--- src/qots_map.svh ---
// Summary of operation
// RULE1: a stored load program moves the sequencer from standby into counting.
// RULE2: the count clock is the 4 Hz time base divided down to one count per four seconds.
// RULE3: the quarter-orbit counter is preset at load with program bits 5 to 14.
// RULE4: the first count lands 4 to 4.3 s after the last program bit.
// RULE5: the counter overflows after the two's complement of the delay, marking the epoch (1 to 1024 counts).
// RULE6: at the epoch the counter clears and times the quarter orbit.
// RULE7: with bit 4 clear the normal program raises the first-quarter output at the epoch.
// RULE8: at count 256 of each quarter bits 22 to 28 load the low seven counter stages.
// RULE9: a quarter ends on overflow of the low nine stages, giving 385 to 512 counts.
// RULE10: at the first quarter end the first-quarter output falls and the second-quarter output rises.
// RULE11: at the next nine-stage overflow the tenth stage overflows and the second-quarter output falls.
// RULE12: a three-stage cycle counter preset from bits 1 to 3 ends the run in standby on overflow.
// RULE13: in proportional mode stages 3 to 9 are compared with bits 15 to 21 after the reload to raise the first-quarter output.
// RULE14: in proportional mode the first-quarter output falls at quarter end and the second quarter stays quiet.
// RULE15: in proportional mode the cycle counter holds, and bits 1 to 4 all ones means standby.
// RULE16: software keeps the on-time in 16 s steps within the quarter orbit minus 1024 s.
// RULE17: a new load aborts any sequence, clears both outputs and restarts.
`ifndef QOTS_MAP_SVH
`define QOTS_MAP_SVH
`define QOTS_PROG_OFFS 12'h000
`define QOTS_STAT_OFFS 12'h004
`define QOTS_PROG_RST 28'h0000000
`define QOTS_CYC_LSB 0
`define QOTS_PROP_BIT 3
`define QOTS_DELAY_LSB 4
`define QOTS_ONTIME_LSB 14
`define QOTS_CORR_LSB 21
`define QOTS_TICKS_PER_COUNT 5'd16
`define QOTS_FIRST_TICKS 5'd17
`define QOTS_MID_COUNT 9'h100
`define QOTS_STAT_CYC_LSB 4
`define QOTS_STAT_CNT_LSB 16
`endif

--- src/qots_pkg.sv ---
package qots_pkg;
  typedef enum logic [1:0] {
    QOTS_STANDBY = 2'b00,
    QOTS_DELAY = 2'b01,
    QOTS_RUN = 2'b10
  } qots_state_t;
endpackage : qots_pkg

--- src/qots_sequencer.sv ---
`timescale 1ns/100ps
`include "qots_map.svh"
module qots_sequencer import qots_pkg::*; (
  input wire logic clk, // 100 MHz
  input wire logic rst_n, // async, active low
  input wire logic timeBaseTick, // one-cycle 4 Hz time base strobe
  input wire logic psel, // apb select
  input wire logic penable, // apb access phase
  input wire logic pwrite, // apb direction
  input wire logic [11:0] paddr, // apb byte address
  input wire logic [31:0] pwdata, // apb write data
  output logic [31:0] prdata, // apb read data
  output logic pready, // apb ready
  output logic pslverr, // apb error on unmapped address
  output logic firstQuarter, // first-quarter torquing level
  output logic secondQuarter // second-quarter torquing level
);
  logic [27:0] prog;
  qots_state_t state;
  qots_state_t next_state;
  logic [9:0] qCnt;
  logic [9:0] next_qCnt;
  logic [2:0] cyc;
  logic [2:0] next_cyc;
  logic [4:0] preCnt;
  logic reloaded;
  logic next_reloaded;
  logic next_first;
  logic next_second;

  wire apbAccess = psel & penable & ~pready;
  wire hitProg = (paddr == `QOTS_PROG_OFFS);
  wire hitStat = (paddr == `QOTS_STAT_OFFS);
  wire loadWr = apbAccess & pwrite & hitProg;
  wire [27:0] newProg = pwdata[27:0];

  wire prop = prog[`QOTS_PROP_BIT];
  wire [9:0] delayField = prog[`QOTS_DELAY_LSB +: 10];
  wire [6:0] onTime = prog[`QOTS_ONTIME_LSB +: 7];
  wire [6:0] corr = prog[`QOTS_CORR_LSB +: 7];
  wire [2:0] cycField = prog[`QOTS_CYC_LSB +: 3];
  wire newIdle = (newProg[3:0] == 4'hf);

  wire cntEn = timeBaseTick & (preCnt == 5'd1);
  wire [9:0] incCnt = qCnt + 10'h001;
  wire nineOvf = (qCnt[8:0] == 9'h1ff);
  wire atMid = (incCnt[8:0] == `QOTS_MID_COUNT);
  wire propHit = prop & reloaded & ~qCnt[9] & (qCnt[8:2] == onTime);

  wire [31:0] statWord = {6'h00, qCnt, 9'h000, cyc,
                          secondQuarter, firstQuarter, state};
  wire [31:0] rdMux = hitProg ? {4'h0, prog} :
                      hitStat ? statWord : 32'h00000000;

  // apb: one wait state, data and ready both registered
  always_ff @(posedge clk or negedge rst_n) begin
    if (!rst_n) begin
      pready <= 1'b0;
      pslverr <= 1'b0;
      prdata <= 32'h00000000;
    end else begin
      pready <= apbAccess;
      pslverr <= apbAccess & ~hitProg & ~hitStat;
      if (apbAccess && !pwrite) begin
        prdata <= rdMux;
      end
    end
  end

  always_ff @(posedge clk or negedge rst_n) begin
    if (!rst_n) begin
      prog <= `QOTS_PROG_RST;
    end else if (loadWr) begin
      prog <= newProg;
    end
  end

  // tick prescaler restarts at load so the first count waits one extra
  // tick: 4 s worth of ticks plus up to one 0.25 s tick of phase
  always_ff @(posedge clk or negedge rst_n) begin
    if (!rst_n) begin
      preCnt <= `QOTS_FIRST_TICKS;
    end else if (loadWr) begin
      preCnt <= `QOTS_FIRST_TICKS; // see RULE4
    end else if (timeBaseTick) begin
      preCnt <= cntEn ? `QOTS_TICKS_PER_COUNT
                      : preCnt - 5'd1; // see RULE2
    end
  end

  always_comb begin
    next_state = state;
    next_qCnt = qCnt;
    next_cyc = cyc;
    next_reloaded = reloaded;
    next_first = firstQuarter;
    next_second = secondQuarter;
    if (loadWr) begin
      next_first = 1'b0; // see RULE17
      next_second = 1'b0;
      next_reloaded = 1'b0;
      next_qCnt = newProg[`QOTS_DELAY_LSB +: 10]; // see RULE3
      next_cyc = newProg[`QOTS_CYC_LSB +: 3];
      if (newIdle) begin
        next_state = QOTS_STANDBY; // see RULE15
      end else begin
        next_state = QOTS_DELAY; // see RULE1
      end
    end else begin
      case (state)
        QOTS_DELAY: begin
          if (cntEn) begin
            next_qCnt = incCnt;
            if (qCnt == 10'h3ff) begin
              next_qCnt = 10'h000; // see RULE5
              next_state = QOTS_RUN; // see RULE6
              next_first = ~prop; // see RULE7
            end
          end
        end
        QOTS_RUN: begin
          if (propHit) begin
            next_first = 1'b1; // see RULE13
          end
          if (cntEn) begin
            next_qCnt = incCnt;
            if (atMid) begin
              next_qCnt = {incCnt[9:7], corr}; // see RULE8
              next_reloaded = 1'b1;
            end
            if (nineOvf) begin
              next_reloaded = 1'b0; // see RULE9
              if (!qCnt[9]) begin
                next_first = 1'b0; // see RULE10
                next_second = ~prop; // see RULE14
              end else begin
                next_second = 1'b0; // see RULE11
                if (!prop) begin
                  next_cyc = cyc + 3'd1; // see RULE12
                  if (cyc == 3'h7) begin
                    next_state = QOTS_STANDBY;
                  end
                end
              end
            end
          end
        end
        default: begin
          next_first = 1'b0;
          next_second = 1'b0;
        end
      endcase
    end
  end

  always_ff @(posedge clk or negedge rst_n) begin
    if (!rst_n) begin
      state <= QOTS_STANDBY;
      qCnt <= 10'h000;
      cyc <= 3'h0;
      reloaded <= 1'b0;
      firstQuarter <= 1'b0;
      secondQuarter <= 1'b0;
    end else begin
      state <= next_state;
      qCnt <= next_qCnt;
      cyc <= next_cyc;
      reloaded <= next_reloaded;
      firstQuarter <= next_first;
      secondQuarter <= next_second;
    end
  end
endmodule : qots_sequencer

--- config.mk ---
export PLATFORM = sky130hd
export DESIGN_NAME = qots_sequencer
export DESIGN_NICKNAME = d
export VERILOG_FILES = /design/src/qots_pkg.sv /design/src/qots_sequencer.sv
export VERILOG_INCLUDE_DIRS = /design/src
export SDC_FILE = /design/constraint.sdc
export NUM_CORES = 1
export LEC_CHECK = 0
export BUFFER_PORTS_ARGS = -buffer_cell sky130_fd_sc_hd__buf_2
export CORE_MARGIN = 2
export CORE_UTILIZATION = 57
export CTS_BUF_LIST = sky130_fd_sc_hd__clkbuf_8
export CTS_CLUSTER_SIZE = 8
export DETAILED_ROUTE_END_ITERATION = 8
export PLACE_DENSITY = 0.83
export SLEW_MARGIN = 25
export SYNTH_ARGS = -nofsm -noshare
export SYNTH_HDL_FRONTEND = slang
export SYNTH_SLANG_ARGS = --single-unit
--- constraint.sdc ---
create_clock -name clk -period 2.4 [get_ports clk]
set_input_delay 0.24 -clock clk [delete_from_list [all_inputs] [get_ports clk]]
set_output_delay 0.24 -clock clk [all_outputs]
set_load 0.02 [all_outputs]
# After elaboration in Yosys (flattened, before gate mapping)
# Cells that the tools add are included.
dict set report word_totals {
  regBits 85
  word_cells 109
  input_bits 50
}
dict set report classes {
  eq_ne 19
  n_mux 45
  bitwise 15
  n_addsub 3
  n_reduce_logical 16
}
# cell n
set op_table {}
lappend op_table {{10-bit two-way mux} 4}
lappend op_table {{28-bit two-way mux} 1}
lappend op_table {{26-bit two-way mux} 1}
lappend op_table {{3-bit inequality test (second input constant)} 7}
lappend op_table {{10-bit case mux with 2 select lines} 1}
lappend op_table {{9-bit == test (second input constant)} 2}
lappend op_table {{3-bit two-way mux} 6}
lappend op_table {{1-bit two-way mux} 17}
lappend op_table {{2-bit two-way mux} 8}
lappend op_table {{5-bit two-way mux} 3}
lappend op_table {{12-bit by 3-bit == test with 1-bit output (second input constant)} 1}
lappend op_table {{12-bit logical NOT} 1}
lappend op_table {{10-bit by 1-bit adder with 10-bit output (second input constant)} 1}
lappend op_table {{1-bit bitwise AND} 10}
lappend op_table {{10-bit == test (second input constant)} 1}
lappend op_table {{2-bit nonzero test} 5}
lappend op_table {{3-bit AND reduction} 3}
lappend op_table {{8-bit AND reduction} 1}
lappend op_table {{7-bit == test} 1}
lappend op_table {{7-bit two-way mux} 1}
lappend op_table {{3-bit nonzero test} 2}
lappend op_table {{5-bit by 1-bit == test with 1-bit output (second input constant)} 1}
lappend op_table {{1-bit NOT} 5}
lappend op_table {{5-bit AND reduction} 1}
lappend op_table {{13 further kinds} 14}

# Depth between registers and ports, before layout
dict set report logic_depth {
  word_depth 9
  ltp_mapped 11
}

# Worst setup path after synthesis
# No wires, ideal clock.
dict set report synth_path {
  path_kind {register to register}
  from {register qCnt[0]}
  to {register qCnt[1]}
  setup_time_ns 0.137
  stages_incl_launch_ff 10
  path_slack_ns 0.170
  required_time_ns 2.263
  arrival_ns 2.093
  path_buffers 0
  path_cell_list {dfrtp_1 -> ha_1 -> nand3_1 -> nor2_1 -> ha_1 -> nand3_1 -> a211oi_1 -> and3_1 -> a2111oi_0 -> nor3_1}
}
dict set report synth_between {
  elab_chain_cells 6
  word_cells_on_any_way 9
}
# item line
set synth_lines {}
lappend synth_lines {{start, declared} qots_sequencer.sv:21} ;# logic [9:0] qCnt;
lappend synth_lines {{start signal, assigned} qots_sequencer.sv:166} ;# qCnt <= next_qCnt;
lappend synth_lines {{10-bit by 1-bit adder with 10-bit output} qots_sequencer.sv:45} ;# wire [9:0] incCnt = qCnt + 10'h001;
lappend synth_lines {{9-bit == test (no line)} --}
lappend synth_lines {{7-bit two-way mux} qots_sequencer.sv:127} ;# if (atMid) begin
lappend synth_lines {{10-bit two-way mux} qots_sequencer.sv:125} ;# if (cntEn) begin
lappend synth_lines {{10-bit case mux with 2 select lines (*)} qots_sequencer.sv:110} ;# case (state)
lappend synth_lines {{10-bit two-way mux (*)} qots_sequencer.sv:98} ;# if (loadWr) begin
# Every way passes the cells marked *; elsewhere a longest branch is shown, timed or not. The select of a mux whose other input is x is not followed.
# A chain may end at the register's enable or synchronous reset.

# Final worst setup path
dict set report layout_path {
  from {register qCnt[0]}
  to {register qCnt[5]}
}
# The elaborated chain is that of the path after synthesis.

==> key figures <==
Route
  – DRC Markers: 0
  – Drt pass-1 iters: 4
  – Iter 0 DRT Violations: 148
  – Vias/cell: 5.61
  – Routed wire length: 9740 um
  – Routed via count: 3465
  – Antenna viol nets, final: 0
  – Drt wl/cell: 15.8 um

Placed design
  – Placed Cells: 601
  – GPL Wtd Cong: 0.891
  – DP Worst Slack: 0.196 ns
  – Port Buffers: 77
  – HPWL reported at the end of detailed placement: 7230 um

Worst setup path
  – Critical-path top delay cell: dfrtp_1
  – Crit Path Class: reg2reg
  – Delay-heaviest family, CP: simple AND/OR/NAND/NOR gates
  – CP startpoint: qCnt[0]
  – Worst path bufs/invs: 0
  – Endpoint arrival time on the critical path: 2.49 ns
  – Critical path, cell by cell: ha_1 > nand3_1 > nor2_1 > ha_1 > nand3_1 > a211oi_1 > and3_1 > nand2_1 > o221ai_1
  – R2r endpoint: qCnt[5]
  – Worst r2r src: qCnt[0]
  – Reg2reg path depth: 9
  – Crit path capture: qCnt[5]
  – Req. time, crit path: 2.66 ns
  – CP Launch Type: flip-flop
  – Worst path max stage delay: 0.39 ns
  – R2R Setup Slk: 0.18 ns
  – CP max FO: 5
  – Critical Path End Type: flip-flop
  – Number of cells on the critical path: 9

Floorplan
  – Starting Density: 58.2%
  – Core Box Area: 7180 sq um
  – DIE WIDTH: 89.6 um
  – Die Y: 89.6 um
  – Row cnt: 31
  – Die ar.: 8030 sq um
  – I/O Pins: 86

Yosys
  – Mapped Cells: 434
  – Avg Cell Area, Syn: 9.63 sq um
  – Post-synth EDFFs: 0
  – Sequential-to-total area share from yosys stat: 48.6%
  – Yosys top cell by area: dfrtp_1
  – Async S/R FF share, synth: 100%
  – Cell variety after synth: 60
  – Top cell type's share of synthesized area: 47.3%
  – Yosys reg bits: 81
  – Post-synthesis cell area: 4180 sq um
  – Synthesis Warnings: 0
  – Top area cells in the synthesized netlist: dfrtp_1 (47%), nand2_1 (10%), mux2i_1 (4.8%)
  – Prevailing post-synth register cell: dfrtp_1

STA
  – Clk_skew: 0.00736 ns
  – Final slew viol count: 0
  – Setup TNS: 0 ns
  – Final setup viols: 0
  – RSZ-0062 raised after global routing: false
  – FMAX: 450 MHz
  – Crit share post-route: 92.6%
  – Hold Vio Cnt, Final: 0
  – Min Tclk post-route: 2.22 ns
  – PnR worst setup slack: 0.177 ns

Clock network
  – Root Buffer: clkbuf_8
  – CTS clk-pin slew, worst paths: 0.08 ns
  – Post_cts resized: 0
  – CTS Buf Count: 9
  – CTS tree: yes
  – H-tree depth: 3
  – # Post-CTS Setup Buffers: 0
  – Clock Latency Late Sink: 0.35 ns
  – CTS Buffer Depth: 2
  – Clock sinks: 81

Power and ir drop
  – P per Cell Area: 608 nW/um^2
  – Sequential power share: 50.1%
  – Static Leakage: 2.50 nW
  – Total power: 3.00 mW
  – Logic pwr share: 16.4%
  – Internal power: 2.15 mW
  – Clock group share of total power: 33.5%
  – Psw: 0.845 mW
  – Peak VDD IR: 0.000365 V
  – Switch share: 28.2%

Finish
  – Final nets: 573
  – Area of the multi-input gates: 1960 sq um
  – Register area: 2030 sq um
  – Post-Layout Cell Count: 618
  – Layout area overhead: 18.1%
  – Most common cell after layout, fill and taps aside: nand2_1
  – Number of diodes: 0
  – Commonest cells after routing, fill and taps aside: nand2_1 (115), dfrtp_1 (79), buf_2 (76), o31ai_1 (21), mux2i_1 (20)
  – Fillcell total: 598
  – Layout cell share with drive strength beyond 1: 24.9%
  – Final core occ: 68.7%

Run
  – Total of max-cap violations: 0

Status
  – Status: finished, final reports clean

Global routing
  – Total gr overflow: 0
  – GRT Total Usage: 25.3%
  – Global-route wire length before repair: 15400 um
  – Largest net degree at the start of global routing: 47
  – Initial antenna violation count: 0
  – Vias in the first global route: 3228

Hold path
  – Tightest Hold Check Type: in2reg
## flip-flops by register name (all words and copies together) (netlist names)
| register | cells |
|---|---|
| cyc | 3 |
| state | 2 |
| firstQuarter | 1 |
| reloaded | 1 |
| secondQuarter | 1 |
| pslverr | 1 |
| prog | 28 |
| prdata | 28 |
| preCnt | 5 |
| pready | 1 |
| qCnt | 10 |
## power groups by stage
| stage | clock network, mW | registers [mW] | logic, mW |
|---|---|---|---|
| 2_1_floorplan | 0 | 1.52 | 0.306 |
| 3_3_place_gp | 0 | 1.52 | 0.478 |
| 3_5_place_dp | 0 | 1.53 | 0.491 |
| 4_1_cts | 1.03 | 1.50 | 0.494 |
| 5_1_grt | 1.08 | 1.51 | 0.550 |
| 6_report | 1.00 | 1.50 | 0.493 |
## what timing repair did
action	CTS	global route
endpoints found under the setup margin	0	0
hold buffers	1	0
hold endpoints to repair	33	0
## cell families (layout without fill, tap and decap cells)
group | Yosys count | after routing | share of synthesized area [%]
AND/OR/NAND/NOR | 187 | 187 | 22.0
AO/OA/AOI/OAI | 84 | 84 | 14.0
flip-flops | 81 | 81 | 48.6
buffers and inverters | 38 | 120 | 4.73
multiplexers | 22 | 22 | 5.33
XOR/XNOR | 12 | 12 | 2.52
adder cells (fa/ha/maj) | 9 | 9 | 2.70
other | 1 | 4 | 0.0898
## routing by layer
layer | routed length, um | vias up | track usage, %
li1 | - | 1686 | -
met1 | 4370 | 1680 | 35.1
met2 | 4830 | 86 | 41.0
met3 | 417 | 13 | 3.56
met4 | 121 | 0 | 8.68
met5 | 0 | - | 0
## per-stage QoR
| stage | instance area [sq um] | hold WS, ns |
|---|---|---|
| floorplan | 4190 | -0.0556 |
| global placement | 4720 | 0.220 |
| detailed placement | 4720 | 0.222 |
| CTS | 4930 | 0.0710 |
| global route | 4930 | 0.0899 |
| finish | 4930 | 0.0842 |
## worst register-to-register path, stage by stage, from the launching register on
cell      delay [ns]
dfrtp_1         0.39
ha_1            0.23
nand3_1         0.11
nor2_1          0.06
ha_1            0.30
nand3_1         0.08
a211oi_1        0.26
and3_1          0.31
nand2_1         0.20
o221ai_1        0.22
## layout make-up
cell class	instances	area share, %
Sequential cell	81	41.1
Timing Repair Buffer	99	12.0
Clock inverter	6	1.37
Multi-Input combinational cell	318	39.8
Tap cell	99	2.51
Clock buffer	10	2.79
Inverter	5	0.381
## worst min path at each step
stage,startpoint,endpoint,slack (ns),cells after the start
2_1_floorplan,rst_n,cyc[0],-0.06,0
3_3_place_gp,rst_n,prdata[21],0.22,1
3_5_place_dp,rst_n,prdata[23],0.22,1
4_1_cts,pwdata[24],prog[24],0.07,3
5_1_grt,pwdata[19],prog[19],0.09,3
6_report,pwdata[19],prog[19],0.08,3
## synth_stat cells, drive strengths merged, types with 4 or more instances
master  count
nand2     116
dfrtp      79
buf        23
o31ai      21
mux2i      20
o21ai      19
a21oi      13
nor2       13
a22o       11
clkbuf     10
nor3       10
ha          9
xnor2       8
nand3       7
nand4       6
inv         5
nor2b       5
nand2b      4
nor4        4
xor2        4
(Power assumes the default switching activity.)
